## src/pkg/gpio_cfg_pkg.sv

```systemverilog
// Package with offsets, field positions and reset values of the pin configuration bank
package gpio_cfg_pkg;
	localparam int NPINS = 10;
	// Pin slots: 0..4 group one (0 led 1.3, 1..4 are 1.4..1.7), 5..9 group five/six (5.0,5.2,5.3,5.4,6.0)
	localparam int SLOT_1_3 = 0;
	localparam int SLOT_1_4 = 1;
	localparam int SLOT_1_5 = 2;
	localparam int SLOT_1_6 = 3;
	localparam int SLOT_1_7 = 4;
	localparam int SLOT_5_0 = 5;
	localparam int SLOT_5_2 = 6;
	localparam int SLOT_5_3 = 7;
	localparam int SLOT_5_4 = 8;
	localparam int SLOT_6_0 = 9;
	localparam logic [7:0] OFS_1_3 = 8'hE3;
	localparam logic [7:0] OFS_1_4 = 8'hE4;
	localparam logic [7:0] OFS_1_5 = 8'hE5;
	localparam logic [7:0] OFS_1_6 = 8'hE6;
	localparam logic [7:0] OFS_1_7 = 8'hE7;
	localparam logic [7:0] OFS_5_0 = 8'hC8;
	localparam logic [7:0] OFS_5_2 = 8'hCA;
	localparam logic [7:0] OFS_5_3 = 8'hCB;
	localparam logic [7:0] OFS_5_4 = 8'hCC;
	localparam logic [7:0] OFS_6_0 = 8'hD0;
	localparam logic [7:0] OFS_INT2 = 8'hEF;
	localparam logic [7:0] OFS_INT1 = 8'hF0;
	localparam logic [7:0] OFS_STATUS = 8'hF1;
	// Field positions
	localparam int BIT_DIR = 0;
	localparam int BIT_POL = 1;
	localparam int BIT_GRP1 = 2;
	localparam int BIT_FSEL = 3;
	localparam int BIT_GRP2 = 5;
	localparam int BIT_OD = 7;
	localparam int BIT_FILT = 3;
	// Writable bit masks
	localparam logic [7:0] MASK_G1 = 8'h8F;
	localparam logic [7:0] MASK_G5 = 8'hBB;
	localparam logic [7:0] MASK_INT = 8'hF8;
	// Reset values
	localparam logic [7:0] RST_CFG = 8'h01;
	localparam logic [7:0] RST_1_5 = 8'h00;
	localparam logic [7:0] RST_5_2 = 8'h09;
	localparam logic [7:0] RST_INT = 8'h00;
	// Debounce time and cycles at 200 MHz
	localparam int DEBOUNCE_NS = 1000;
	localparam int CLK_PERIOD_NS = 5;
	localparam int DEBOUNCE_CYC = (DEBOUNCE_NS + CLK_PERIOD_NS - 1) / CLK_PERIOD_NS;
	// Two-bit function codes
	localparam logic [1:0] F00 = 2'h0;
	localparam logic [1:0] F01 = 2'h1;
	localparam logic [1:0] F10 = 2'h2;
	localparam logic [1:0] F11 = 2'h3;
endpackage

```

## src/gpio_pin_config_bank.sv

```systemverilog
// Pin configuration bank: registers, pin muxing, combined interrupt routing
// What this block does
// - Bit0 one means input, zero output
// - Bit1 inverts logical sense of inputs and GPIO output
// - Bit7 one open-drain, zero push-pull
// - Group one bit2 joins combined interrupt one
// - Groups five/six bit5 join combined two
// - Groups five/six: bits4:3 select, 2,6 reserved
// - Group one: bit3 select, 6:4 reserved
// - Pin 1.3 function bit gives LED
// - Pin 1.4 function bit gives IR receive
// - Pin 1.5 function bit gives IR transmit
// - Pin 1.6 function bit gives motor-on
// - Pin 1.7 function bit gives drive select
// - Pin 5.0: clock, IRQ14, GPIO, reserved
// - Pin 5.2: density, GPIO, IRQ8, SMI
// - Pin 5.3: ROM select, IRQ11, GPIO, edge3
// - Pin 5.4: ROM enable, IRQ12, GPIO, edge4
// - Pin 6.0: keyboard data, IRQ1, GPIO, SMI
// - Most registers reset to 0x01
// - Pin 1.5 register resets to 0x00
// - Pin 5.2 register resets to 0x09
// - Combined interrupt routed by 4-bit map, zero off
// - Filter bit selects debounce or bypass
//
// Added by the designer: the strobed register port.
`timescale 1ns/100ps
module gpio_pin_config_bank
	import gpio_cfg_pkg::*;
#(
	parameter int DEBOUNCE_CYCLES = DEBOUNCE_CYC
) (
	// Clock and reset
	input  wire logic                clk_sys,
	input  wire logic                rst,
	// Register port
	input  wire logic [7:0]          regAddr,
	input  wire logic [7:0]          regWrData,
	input  wire logic                regWr,
	input  wire logic                regRd,
	output logic      [7:0]          regRdData,
	// Pins: input, output, output enable (low drives)
	input  wire logic [NPINS-1:0]    pinIn,
	output logic      [NPINS-1:0]    pinOut,
	output logic      [NPINS-1:0]    pinOeN,
	// Data value software drives and sees, in logical sense
	input  wire logic [NPINS-1:0]    gpioOutData,
	output logic      [NPINS-1:0]    gpioInData,
	// Alternate function outputs into the pin
	input  wire logic                ledDrive,
	input  wire logic                infrared_transmit_2,
	input  wire logic                floppy_motor_on_1,
	input  wire logic                floppy_drive_select_1,
	input  wire logic                floppy_density_select_1,
	input  wire logic                bios_rom_chip_select,
	input  wire logic                bios_rom_output_enable,
	input  wire logic                system_mgmt_interrupt_out,
	// Alternate function inputs taken from the pin
	output logic                     infrared_receive_2,
	output logic                     pciClockIn,
	output logic                     keyboard_data_bit0,
	output logic      [15:0]         isaIrqPin,
	output logic      [4:3]          eitherEdgeIrq,
	// Combined interrupts onto ISA lines
	output logic      [15:0]         combinedIrq
);
	import gpio_cfg_pkg::*;

	typedef struct packed {
		logic [NPINS-1:0][7:0] cfg;
		logic [7:0]            int1;
		logic [7:0]            int2;
		logic [NPINS-1:0]      sync1;
		logic [NPINS-1:0]      sync2;
		logic [NPINS-1:0]      prev;
		logic [NPINS-1:0]      filt;
		logic [NPINS-1:0][15:0] cnt;
		logic [7:0]            rd;
		logic [15:0]           irq;
		logic [NPINS-1:0]      pout;
		logic [NPINS-1:0]      poe;
		logic [NPINS-1:0]      gin;
		logic                  irrx;
		logic                  pclk;
		logic                  kbd;
		logic [15:0]           isa;
		logic [4:3]            edg;
	} state_t;

	state_t s_q;
	state_t s_d;

	// Offset lookup per slot
	function automatic logic [7:0] slotOfs(input int i);
		case (i)
			SLOT_1_3: slotOfs = OFS_1_3;
			SLOT_1_4: slotOfs = OFS_1_4;
			SLOT_1_5: slotOfs = OFS_1_5;
			SLOT_1_6: slotOfs = OFS_1_6;
			SLOT_1_7: slotOfs = OFS_1_7;
			SLOT_5_0: slotOfs = OFS_5_0;
			SLOT_5_2: slotOfs = OFS_5_2;
			SLOT_5_3: slotOfs = OFS_5_3;
			SLOT_5_4: slotOfs = OFS_5_4;
			default:  slotOfs = OFS_6_0;
		endcase
	endfunction

	// Group one slots have single-bit select
	function automatic logic isG1(input int i);
		isG1 = (i <= SLOT_1_7);
	endfunction

	// Map code to one-hot ISA line; code zero and one invalid code give nothing
	function automatic logic [15:0] irqMap(input logic [3:0] code, input logic act);
		irqMap = 16'h0000;
		if (act && code != 4'h0 && code != 4'h2) begin
			irqMap[code] = 1'b1;
		end
	endfunction

	always_comb begin
		logic [NPINS-1:0] drv;
		logic [NPINS-1:0] useGpio;
		logic [NPINS-1:0] logicIn;
		logic [NPINS-1:0] src;
		logic [1:0]       fs;
		logic             g1Any;
		logic             g2Any;
		drv = '0;
		useGpio = '0;
		logicIn = '0;
		src = '0;
		fs = F00;
		g1Any = 1'b0;
		g2Any = 1'b0;
		s_d = s_q;
		// Two-stage synchroniser on pins
		s_d.sync1 = pinIn;
		s_d.sync2 = s_q.sync1;
		// Register writes; reserved bits masked off
		if (regWr) begin
			for (int i = 0; i < NPINS; i++) begin
				if (regAddr == slotOfs(i)) begin
					s_d.cfg[i] = regWrData & (isG1(i) ? MASK_G1 : MASK_G5);
				end
			end
			if (regAddr == OFS_INT1) begin
				s_d.int1 = regWrData & MASK_INT;
			end
			if (regAddr == OFS_INT2) begin
				s_d.int2 = regWrData & MASK_INT;
			end
		end
		// Read data, valid only the cycle after the strobe
		s_d.rd = 8'h00;
		if (regRd) begin
			for (int i = 0; i < NPINS; i++) begin
				if (regAddr == slotOfs(i)) begin
					s_d.rd = s_q.cfg[i];
				end
			end
			if (regAddr == OFS_INT1) begin
				s_d.rd = s_q.int1;
			end
			if (regAddr == OFS_INT2) begin
				s_d.rd = s_q.int2;
			end
			if (regAddr == OFS_STATUS) begin
				s_d.rd = s_q.gin[7:0];
			end
		end
		// Per-pin function choice and driven value
		for (int i = 0; i < NPINS; i++) begin
			fs = s_q.cfg[i][BIT_FSEL +: 2];
			logicIn[i] = s_q.sync2[i] ^ s_q.cfg[i][BIT_POL];
			src[i] = gpioOutData[i];
			useGpio[i] = 1'b1;
			if (isG1(i) && s_q.cfg[i][BIT_FSEL]) begin
				useGpio[i] = 1'b0;
				case (i)
					SLOT_1_3: src[i] = ledDrive;
					SLOT_1_5: src[i] = infrared_transmit_2;
					SLOT_1_6: src[i] = floppy_motor_on_1;
					SLOT_1_7: src[i] = floppy_drive_select_1;
					default:  src[i] = 1'b1;                  // Receive pin sources a constant high
				endcase
			end
			if (!isG1(i)) begin
				useGpio[i] = (i == SLOT_5_2) ? (fs == F01) : (fs == F10);
				case (i)
					SLOT_5_2: if (fs == F00) src[i] = floppy_density_select_1;
						else if (fs == F11) src[i] = system_mgmt_interrupt_out;
					SLOT_5_3: if (fs == F00) src[i] = bios_rom_chip_select;
					SLOT_5_4: if (fs == F00) src[i] = bios_rom_output_enable;
					SLOT_6_0: if (fs == F11) src[i] = system_mgmt_interrupt_out;
					default: ;
				endcase
			end
			// Output when direction bit clear, GPIO inverted by polarity
			drv[i] = !s_q.cfg[i][BIT_DIR];
			if (useGpio[i]) begin
				src[i] = gpioOutData[i] ^ s_q.cfg[i][BIT_POL];
			end
			// Open drain drives only low, releases for high
			s_d.pout[i] = s_q.cfg[i][BIT_OD] ? 1'b0 : src[i];
			s_d.poe[i] = !(drv[i] && (!s_q.cfg[i][BIT_OD] || !src[i]));
			s_d.gin[i] = logicIn[i];
		end
		// Alternate inputs taken from pins
		s_d.irrx = s_q.cfg[SLOT_1_4][BIT_FSEL] && logicIn[SLOT_1_4];
		s_d.pclk = (s_q.cfg[SLOT_5_0][BIT_FSEL +: 2] == F00) && logicIn[SLOT_5_0];
		s_d.kbd = (s_q.cfg[SLOT_6_0][BIT_FSEL +: 2] == F00) && logicIn[SLOT_6_0];
		s_d.isa = 16'h0000;
		s_d.isa[14] = (s_q.cfg[SLOT_5_0][BIT_FSEL +: 2] == F01) && logicIn[SLOT_5_0];
		s_d.isa[8] = (s_q.cfg[SLOT_5_2][BIT_FSEL +: 2] == F10) && logicIn[SLOT_5_2];
		s_d.isa[11] = (s_q.cfg[SLOT_5_3][BIT_FSEL +: 2] == F01) && logicIn[SLOT_5_3];
		s_d.isa[12] = (s_q.cfg[SLOT_5_4][BIT_FSEL +: 2] == F01) && logicIn[SLOT_5_4];
		s_d.isa[1] = (s_q.cfg[SLOT_6_0][BIT_FSEL +: 2] == F01) && logicIn[SLOT_6_0];
		// Either-edge interrupts pulse on any change of the synced pin
		s_d.prev = s_q.sync2;
		s_d.edg[3] = (s_q.cfg[SLOT_5_3][BIT_FSEL +: 2] == F11) && (s_q.sync2[SLOT_5_3] != s_q.prev[SLOT_5_3]);
		s_d.edg[4] = (s_q.cfg[SLOT_5_4][BIT_FSEL +: 2] == F11) && (s_q.sync2[SLOT_5_4] != s_q.prev[SLOT_5_4]);
		// Debounce: take new level only after it stands for the full count
		for (int i = 0; i < NPINS; i++) begin
			if (logicIn[i] == s_q.filt[i]) begin
				s_d.cnt[i] = 16'h0000;
			end else if (s_q.cnt[i] >= 16'(DEBOUNCE_CYCLES - 1)) begin
				s_d.cnt[i] = 16'h0000;
				s_d.filt[i] = logicIn[i];
			end else begin
				s_d.cnt[i] = s_q.cnt[i] + 16'h0001;
			end
		end
		// Combined interrupts from the enabled group members
		for (int i = 0; i < NPINS; i++) begin
			if (isG1(i)) begin
				g1Any = g1Any | (s_q.cfg[i][BIT_GRP1] &
					(s_q.int1[BIT_FILT] ? s_q.filt[i] : logicIn[i]));
			end else begin
				g2Any = g2Any | (s_q.cfg[i][BIT_GRP2] &
					(s_q.int2[BIT_FILT] ? s_q.filt[i] : logicIn[i]));
			end
		end
		s_d.irq = irqMap(s_q.int1[7:4], g1Any) | irqMap(s_q.int2[7:4], g2Any);
		// Synchronous reset loads the documented defaults
		if (rst) begin
			s_d = '0;
			for (int i = 0; i < NPINS; i++) begin
				s_d.cfg[i] = RST_CFG;
			end
			s_d.cfg[SLOT_1_5] = RST_1_5;
			s_d.cfg[SLOT_5_2] = RST_5_2;
			s_d.int1 = RST_INT;
			s_d.int2 = RST_INT;
			s_d.poe = '1;
		end
	end

	always_ff @(posedge clk_sys) begin
		s_q <= s_d;
	end

	// Outputs straight from flip-flops
	assign regRdData = s_q.rd;
	assign pinOut = s_q.pout;
	assign pinOeN = s_q.poe;
	assign gpioInData = s_q.gin;
	assign infrared_receive_2 = s_q.irrx;
	assign pciClockIn = s_q.pclk;
	assign keyboard_data_bit0 = s_q.kbd;
	assign isaIrqPin = s_q.isa;
	assign eitherEdgeIrq = s_q.edg;
	assign combinedIrq = s_q.irq;

	// Checks
	property p_resetVal;
		@(posedge clk_sys) $fell(rst) |-> s_q.cfg[SLOT_1_5] == 8'h00 && s_q.cfg[SLOT_5_2] == 8'h09 && s_q.cfg[SLOT_1_4] == 8'h01;
	endproperty
	a_resetVal: assert property (p_resetVal) else $error("bad reset value");

	property p_rsvd;
		@(posedge clk_sys) disable iff (rst) regWr && regAddr == OFS_5_0 |=> s_q.cfg[SLOT_5_0][6] == 1'b0 && s_q.cfg[SLOT_5_0][2] == 1'b0;
	endproperty
	a_rsvd: assert property (p_rsvd) else $error("reserved bit stored");

	property p_rd;
		@(posedge clk_sys) disable iff (rst) regRd && regAddr == OFS_1_6 |=> regRdData == $past(s_q.cfg[SLOT_1_6]);
	endproperty
	a_rd: assert property (p_rd) else $error("read data wrong");

	property p_input;
		@(posedge clk_sys) disable iff (rst) s_q.cfg[SLOT_1_6][BIT_DIR] |=> pinOeN[SLOT_1_6];
	endproperty
	a_input: assert property (p_input) else $error("input pin driven");

	property p_od;
		@(posedge clk_sys) disable iff (rst) s_q.cfg[SLOT_1_7][BIT_OD] |=> !pinOut[SLOT_1_7];
	endproperty
	a_od: assert property (p_od) else $error("open drain drove high");

	property p_pol;
		@(posedge clk_sys) disable iff (rst) $stable(s_q.cfg[SLOT_1_4][BIT_POL]) |=> gpioInData[SLOT_1_4] == ($past(s_q.sync2[SLOT_1_4]) ^ $past(s_q.cfg[SLOT_1_4][BIT_POL]));
	endproperty
	a_pol: assert property (p_pol) else $error("polarity wrong");

	property p_irq14;
		@(posedge clk_sys) disable iff (rst) isaIrqPin[14] |-> $past(s_q.cfg[SLOT_5_0][4:3]) == 2'h1;
	endproperty
	a_irq14: assert property (p_irq14) else $error("irq14 without select");

	property p_map;
		@(posedge clk_sys) disable iff (rst) s_q.int1[7:4] == 4'h0 && s_q.int2[7:4] == 4'h0 |=> combinedIrq == 16'h0000;
	endproperty
	a_map: assert property (p_map) else $error("disabled irq active");
endmodule

```

## config.mk

```make
export PLATFORM = sky130hd
export DESIGN_NAME = gpio_pin_config_bank
export DESIGN_NICKNAME = d
export VERILOG_FILES = /design/src/pkg/gpio_cfg_pkg.sv /design/src/gpio_pin_config_bank.sv
export SDC_FILE = /design/constraint.sdc
export NUM_CORES = 1
export LEC_CHECK = 0
export BUFFER_PORTS_ARGS = -buffer_cell sky130_fd_sc_hd__buf_2
export CORE_ASPECT_RATIO = 0.8
export CORE_MARGIN = 2
export CORE_UTILIZATION = 53
export CTS_CLUSTER_DIAMETER = 30
export DETAILED_ROUTE_END_ITERATION = 7
export PLACE_DENSITY = 0.76
export SLEW_MARGIN = 20
export SYNTH_ARGS = -nofsm -noshare
export SYNTH_HDL_FRONTEND = slang
export SYNTH_SLANG_ARGS = --single-unit
```

## constraint.sdc

```tcl
create_clock -name clk_sys -period 1.75 [get_ports clk_sys]
set_input_delay 0.0875 -clock clk_sys [delete_from_list [all_inputs] [get_ports clk_sys]]
set_output_delay 0.0875 -clock clk_sys [all_outputs]
set_load 0.005 [all_outputs]
```

# After elaboration in Yosys (flattened, before gate mapping)

Cells that the tools add are included.

$add $sub $neg: 10
$lt $le $gt $ge: 14
Equality and inequality tests: 51
Muxes and demuxes: 64
Bitwise gates (word level): 50
Reductions and logical operators: 126

Operator list:

| operator                                                    | count |
|---|---|
| two-way mux 8 bit                                           | 33 |
| adder 16 x 1 -> 16 bit (second input constant)              | 10 |
| equality test 8 bit                                         | 20 |
| >= comparator 16 x 8 -> 1 bit (second input constant)       | 10 |
| AND reduction 2 bit                                         | 22 |
| logical NOT 1 bit                                           | 40 |
| two-way mux 16 bit                                          | 2 |
| OR reduction 3 bit                                          | 10 |
| two-way mux 1 bit                                           | 27 |
| logical AND 1 bit                                           | 26 |
| equality test 8 bit (second input constant)                 | 3 |
| OR reduction 2 bit                                          | 11 |
| bitwise XOR 1 bit                                           | 20 |
| equality test 2 bit (second input constant)                 | 9 |
| bitwise OR 16 bit                                           | 1 |
| NOT 1 bit                                                   | 11 |
| bitwise AND 1 bit                                           | 10 |
| equality test 1 bit                                         | 10 |
| equality test 2 x 1 -> 1 bit (second input constant)        | 5 |
| logical NOT 2 bit                                           | 5 |
| logical OR 1 bit                                            | 10 |
| less-than comparator 4 x 5 -> 1 bit (second input constant) | 2 |
| demux 1 bit (select 4 bit)                                  | 2 |
| >= comparator 4 x 1 -> 1 bit (second input constant)        | 2 |
| 4 further kinds                                             | 14 |

Flip-flop bits (word level): 339
Input port bits: 48
Output and inout bits: 75
Logic and storage cells: 370

# Longest topological paths before layout

Gate-level depths: netlist of the first run.

Depth after elaboration: 15
Depth in mapped cells: 8

# Worst setup path before layout of the first run

OpenSTA, ideal clock, no wires.

Path kind: reg2reg
From: register s_q[187] (netlist name)
To: register s_q[189] (netlist name)
Setup time: 0.065 ns
Arrival time: 1.677 ns
Data required time: 1.685 ns
Path slack: 0.008 ns
Stages on the path, launching flop included: 7
Cells stage by stage: dfxtp_1 > ha_1 > a2111oi_0 > o211ai_1 > or3_1 > clkbuf_1 > nor2_1

Cells in the longest elaborated chain, start to end: 2
Elaborated cells on any way between the ends: 3

RTL lines:

| what                                | line                        | RTL |
|---|---|---|
| start: declaration                  | gpio_pin_config_bank.sv:90  | `state_t s_q;` |
| start signal: assignment            | gpio_pin_config_bank.sv:261 | `s_q <= s_d;` |
| >= comparator 16 x 8 -> 1 bit       | gpio_pin_config_bank.sv:228 | `end else if (s_q.cnt[i] >= 16'(DEBOUNCE_CYCLES - 1)) begin` |
| OR reduction 3 bit (no source line) | -                           |  |

Parallel ways exist; a longest one is shown, timed or not.
A chain may end at the register's enable or synchronous reset.

# Final worst setup path of the first run

From: register s_q[107] (netlist name)
To: register s_q[113] (netlist name)

The elaborated chain is that of the path after synthesis.

==> results of run 1 <==
==> power groups by stage <==
stage	registers, uW	logic [uW]	clock network (uW)
2_1_floorplan	7660	318	0
3_3_place_gp	7680	502	0
3_5_place_dp	7680	504	0
4_1_cts	7530	569	10400
5_1_grt	7540	643	10700
6_report	7530	590	10300
==> registers in the layout, summed over array words and instances (netlist names) <==
| register | cells |
|---|---|
| pinOut | 10 |
| infrared_receive_2 | 1 |
| isaIrqPin | 5 |
| combinedIrq | 16 |
| keyboard_data_bit0 | 1 |
| pciClockIn | 1 |
| gpioInData | 10 |
| pinOeN | 10 |
| s_q | 257 |
| regRdData | 8 |
| eitherEdgeIrq | 2 |
==> worst paths after layout <==
check | from | endpoint | slack [ns]
setup / recovery | s_q[107] | s_q[113] | -0.01
hold / removal | system_mgmt_interrupt_out | pinOeN[9] | 0.02
setup reg to reg | s_q[107] | s_q[113] | -0.01
hold reg to reg | s_q[271] | s_q[261] | 0.43
==> stage by stage <==
step | instances | cell area (um^2) | setup slack [ns] | power, uW
2_1_floorplan | 1310 | 12300 | 0.00801 | 7980
3_3_place_gp | 1724 | 13500 | -0.201 | 8180
3_5_place_dp | 1724 | 13500 | -0.276 | 8190
4_1_cts | 1844 | 15600 | 0.000426 | 18500
5_1_grt | 1848 | 15900 | -0.0810 | 18900
6_report | 1848 | 15900 | -0.0120 | 18400
==> final cells by class <==
| class | count | area (um^2) |
|---|---|---|
| Fill cell | 1592 | 6460 |
| Sequential cell | 321 | 6430 |
| Multi-Input combinational cell | 844 | 5430 |
| Timing Repair Buffer | 265 | 1820 |
| Clock buffer | 53 | 1250 |
| Clock inverter | 35 | 510 |
| Tap cell | 306 | 383 |
| Inverter | 23 | 86.3 |
| Antenna cell | 1 | 2.50 |
==> layout by cell type (no fill, tap or decap), types with 40 or more instances in the layout <==
cell type | synthesis | routed
mux2i_1 | 48 | 48
conb_1 | 1 | 93
nand2_1 | 57 | 56
buf_2 | 4 | 110
buf_4 | 74 | 121
xnor2_1 | 40 | 40
nand3_1 | 65 | 63
dfxtp_1 | 321 | 314
nor2_1 | 168 | 155
clkbuf_16 | 0 | 48
==> what timing repair did <==
| action | in CTS | in global routing |
|---|---|---|
| hold buffers | 32 | 0 |
| buffers inserted | 0 | 4 |
| pin swaps | 2 | 35 |
| hold endpoints to repair | 71 | 0 |
| setup endpoints to repair | 83 | 94 |
| resized for setup | 24 | 57 |
==> cell families (layout without fill, tap and decap cells) <==
logic type | after synthesis | after routing | synth area share (%)
xor gates and xnor gates | 85 | 85 | 6.20
buffers and inverters | 145 | 376 | 7.01
other | 1 | 94 | 0.0312
and+or+nand+nor | 442 | 442 | 18.2
DFF | 321 | 321 | 53.5
AOI/OAI and AO/OA | 161 | 161 | 9.28
muxes | 53 | 53 | 4.66
adders and majority gates | 10 | 10 | 1.04
==> worst max-delay path, cell delays in order (launching register included) <==
cell and delay (ns):
dfxtp_1 0.31, ha_1 0.22, a2111oi_2 0.35, o211ai_1 0.18, or3_4 0.46, nor2_1 0.16
==> per-layer routing <==
metal  track usage [%]  up-vias
met5                 0        -
li1                  -     4644
met2              41.3      388
met4              8.05        0
met1              35.2     4598
met3              4.94       69
==> flow_metrics.env, run 1 <==
export IMPL_status="complete, but fails checks"
export IMPL_violations="setup timing"
export IMPL_m1WireLength_mm=13.6
export IMPL_die_w_um=172
export IMPL_rows=49
export IMPL_grt_pass1_wl_mm=48.9
export IMPL_async_flop_share_pct=0
export IMPL_clock_fmax_mhz=568
export IMPL_syn_inst=1218
export IMPL_yosysUniqueCellTypes=64
export IMPL_synth_edf_count=0
export IMPL_synth_seq_area_share_pct=53.5
export IMPL_path_class="flop to flop"
export IMPL_drt_iter0_drc=819
export IMPL_finalHoldViolations=0
export IMPL_areaGrowthSynthToFinish_pct=32.6
export IMPL_drv_slew=0
export IMPL_met2WireLength_mm=14.5
export IMPL_p_int_uw=14200
export IMPL_start_kind="flop"
export IMPL_cts_max_level=2
export IMPL_holdWs_ns=0.0209
export IMPL_finalCritPeriodShare_pct=101
export IMPL_arrival_ns=2.24
export IMPL_fp_coreArea_um2=22400
export IMPL_swShare_pct=22.6
export IMPL_tightest_slew_ns=0.482
export IMPL_pwr_share_comb_pct=3.2
export IMPL_clock_latency_ns=0.55
export IMPL_setup_viol=1
export IMPL_required_ns=2.22
export IMPL_ys_dominant_reg_cell="dfxtp_1"
export IMPL_root_buffer="clkbuf_16"
export IMPL_cts_sinks=321
export IMPL_syn_avg_cell_area_um2=9.86
export IMPL_antenna_found_initial=1
export IMPL_worstPathMaxFanout=8
export IMPL_r2r_cells=5
export IMPL_pwr_share_seq_pct=41.0
export IMPL_nets=1561
export IMPL_finalWorstSetupSlack_ns=-0.0120
export IMPL_grt_start_max_net_pins=67
export IMPL_tritoncts="done"
export IMPL_ir_worst_vdd_uv=951
export IMPL_relSlewSlack_pct=67.4
export IMPL_yosys_top_cells_count="321 x dfxtp_1, 168 x nor2_1, 74 x buf_4"
export IMPL_fin_skew_ns=0.0203
export IMPL_path_clk_slew_ns=0.06
export IMPL_io_pins=123
export IMPL_chipHeight_um=139
export IMPL_vias_per_cell=5.25
export IMPL_routed_wirelength_mm=31.1
export IMPL_clockBufferDepth=3
export IMPL_dp_hpwl_mm=20.6
export IMPL_start_util_pct=53.6
export IMPL_synth_area_top_cells="dfxtp_1 54%, nor2_1 5.3%, buf_4 4.6%, mux2i_1 4.0%, xor2_1 3.3%"
export IMPL_grt_pass1_vias=9571
export IMPL_power_density_nw_per_um2=1150
export IMPL_buffer_ports_inserted=111
export IMPL_yosysWarnings=0
export IMPL_cap_violations=0
export IMPL_drcViolationCount=0
export IMPL_antenna_left=0
export IMPL_die_area_um2=23900
export IMPL_power_switching_uw=4150
export IMPL_hold_path_depth=3
export IMPL_synth_top_area_share_pct=53.5
export IMPL_place_gp_congestion=0.917
export IMPL_drive_gt1_share_pct=25.7
export IMPL_overflow=0
export IMPL_synth_area_leader_cell="dfxtp_1"
export IMPL_synth_area_um2=12000
export IMPL_p_leak_uw=0.00677
export IMPL_rsz0062_at_grt="true"
export IMPL_grt_usage_pct=25.7
export IMPL_drt_pass1_iterations=5
export IMPL_end_kind="flop"
export IMPL_yosysMostFrequentCell="dfxtp_1"
export IMPL_wl_met3_mm=2.22
export IMPL_cts_buffers=48
export IMPL_setup_tns_ns=-0.0120
export IMPL_utilization_pct=71.1
export IMPL_hp_class="input port to flop"
export IMPL_p_clk_share_pct=55.8
export IMPL_top_layer="met4"
export IMPL_wl_per_cell_um=16.8
export IMPL_via_count=9699
export IMPL_finalCriticalPeriod_ns=1.76
export IMPL_ys_ff_latch=321
No activity file was read; power rests on OpenSTA's default activity.
==> run 2: changes to the inputs <==
--- a/config.mk
+++ b/config.mk
@@ -5,7 +5,7 @@
 export SDC_FILE = /design/constraint.sdc
 export NUM_CORES = 1
 export LEC_CHECK = 0
-export BUFFER_PORTS_ARGS = -buffer_cell sky130_fd_sc_hd__buf_2
+export BUFFER_PORTS_ARGS = -buffer_cell sky130_fd_sc_hd__clkbuf_2
 export CORE_ASPECT_RATIO = 0.8
 export CORE_MARGIN = 2
 export CORE_UTILIZATION = 53
==> run 2 against run 1 <==
  * The run now ends clean
  * Global-route usage fell by 0.52 points
  * Hold slack worse by 0.0073 ns
  * Die area unchanged
  * Worst setup slack improved by 0.071 ns
  * Non-clock buffer count fell by 5
  * Critical endpoint is now regRdData[0]
  * Highest routed layer unchanged
==> flow_metrics.env, run 2 (same netlist as run 1, synthesis figures left out) <==
export IMPL_status="finished, final reports clean"
export IMPL_wl_per_cell_um=16.5
export IMPL_utilization_pct=70.4
export IMPL_required_ns=2.15
export IMPL_layout_commonest_cell="dfxtp_1"
export IMPL_largest_reg_flops=257
export IMPL_start_kind="flop"
export IMPL_clockBufferDepth=3
export IMPL_drive_gt1_share_pct=24.7
export IMPL_p_clk_share_pct=54.7
export IMPL_fin_skew_ns=0.0229
export IMPL_most_common_layout_cells="320 x dfxtp_1, 162 x nor2_1, 123 x buf_4"
export IMPL_vias_per_cell=5.20
export IMPL_end_kind="flop"
export IMPL_chipHeight_um=139
export IMPL_root_buffer="clkbuf_16"
export IMPL_drcViolationCount=0
export IMPL_finalWorstSetupSlack_ns=0.0593
export IMPL_swShare_pct=21.7
export IMPL_path_class="flop to flop"
export IMPL_cts_buffers=47
export IMPL_nets=1555
export IMPL_pre_cts_slack_ns=-0.156
export IMPL_pwr_share_comb_pct=3.3
export IMPL_rows=49
export IMPL_drt_iter0_drc=673
export IMPL_overflow=0
export IMPL_grt_start_max_net_pins=55
export IMPL_buffer_ports_inserted=111
export IMPL_start_util_pct=53.6
export IMPL_cts_max_level=2
export IMPL_setup_viol=0
export IMPL_regMostFlops="s_q"
export IMPL_finalCriticalPeriod_ns=1.69
export IMPL_tightest_slew_ns=0.581
export IMPL_via_count=9558
export IMPL_grt_pass1_vias=9384
export IMPL_power_density_nw_per_um2=1140
export IMPL_drt_pass1_iterations=5
export IMPL_power_switching_uw=3900
export IMPL_diodes=0
export IMPL_fin_cells=1838
export IMPL_dp_cells=1728
export IMPL_dp_hpwl_mm=20.5
export IMPL_finalHoldViolations=0
export IMPL_cts_sinks=321
export IMPL_die_w_um=172
export IMPL_fp_coreArea_um2=22400
export IMPL_clock_latency_ns=0.54
export IMPL_hp_class="input port to flop"
export IMPL_rsz0062_at_grt="true"
export IMPL_p_leak_uw=0.00670
export IMPL_grt_pass1_wl_mm=47.9
export IMPL_p_int_uw=14000
export IMPL_cap_violations=0
export IMPL_place_gp_congestion=0.925
export IMPL_tritoncts="done"
export IMPL_clock_fmax_mhz=591
export IMPL_finalCritPeriodShare_pct=96.6
export IMPL_die_area_um2=23900
export IMPL_antenna_found_initial=0
export IMPL_power_total_uw=17900
export IMPL_drv_slew=0
export IMPL_grt_usage_pct=25.2
export IMPL_antenna_left=0
export IMPL_areaGrowthSynthToFinish_pct=31.2
export IMPL_pwr_share_seq_pct=42.0
export IMPL_relSlewSlack_pct=60.7
export IMPL_ir_worst_vdd_uv=892
export IMPL_worstPathMaxFanout=3
export IMPL_io_pins=123
export IMPL_arrival_ns=2.09
export IMPL_path_clk_slew_ns=0.06
export IMPL_routed_wirelength_mm=30.4
[run 2: cell types whose count changed in the layout (fill, tap and decap cells not counted), sizes merged]
cell         change
clkinv           -2
buf            -108
clkbuf         +114
diode            -1
clkinvlp         +1
inv              -5
bufinv           -2
dlygate4sd3      -7
[run 2: through the flow]
step,hold slack [ns],instance area [um^2],TNS (ns)
finish,0.0136,15700,0
global route,0.0356,15700,-0.220
CTS,0.00846,15500,0
detailed placement,0.303,13500,-5.86
global placement,0.299,13500,-1.10
floorplan,0.205,12300,0
[run 2: power groups by stage]
stage	logic (uW)	registers, uW	clock network [uW]
2_1_floorplan	318	7660	0
3_3_place_gp	507	7680	0
3_5_place_dp	510	7680	0
4_1_cts	563	7530	9920
5_1_grt	636	7540	10200
6_report	583	7530	9800
[run 2: final cells by class]
cell class,instances,area [um^2]
Inverter,23,86.3
Clock buffer,57,1310
Clock inverter,27,377
Timing Repair Buffer,260,1760
Tap cell,306,383
Fill cell,1625,6630
Sequential cell,321,6430
Multi-Input combinational cell,844,5410
[run 2: worst paths after layout]
check                                          startpoint      endpoint  slack [ns]  cells past startpoint
worst max-delay path                             s_q[323]  regRdData[0]        0.06                      5
worst min-delay path            system_mgmt_interrupt_out     pinOut[9]        0.01                      3
worst max register to register                   s_q[323]  regRdData[0]        0.06                      5
worst min register to register                   s_q[269]      s_q[259]        0.44                      1
[run 2: critical path: stages, from the launching register on]
cell	delay (ns)
dfxtp_1	0.33
mux2_2	0.26
a22o_1	0.18
a311o_1	0.37
a221oi_2	0.30
a21oi_1	0.11
[run 2: repair_timing]
action,4_1_cts,5_1_grt
setup buffers,0,2
gates cloned,0,0
pin swaps,3,22
resized for setup,30,37
hold endpoints to repair,50,0
hold buffers,25,0
setup endpoints to repair,93,95
[run 2: routing by layer]
layer  track usage (%)  routed length [um]  vias up
met5                 0                   0        -
met1              34.3               13400     4558
met3              4.77                1960       53
met4              7.47                 564        0
li1                  -                   -     4614
met2              41.0               14400      333
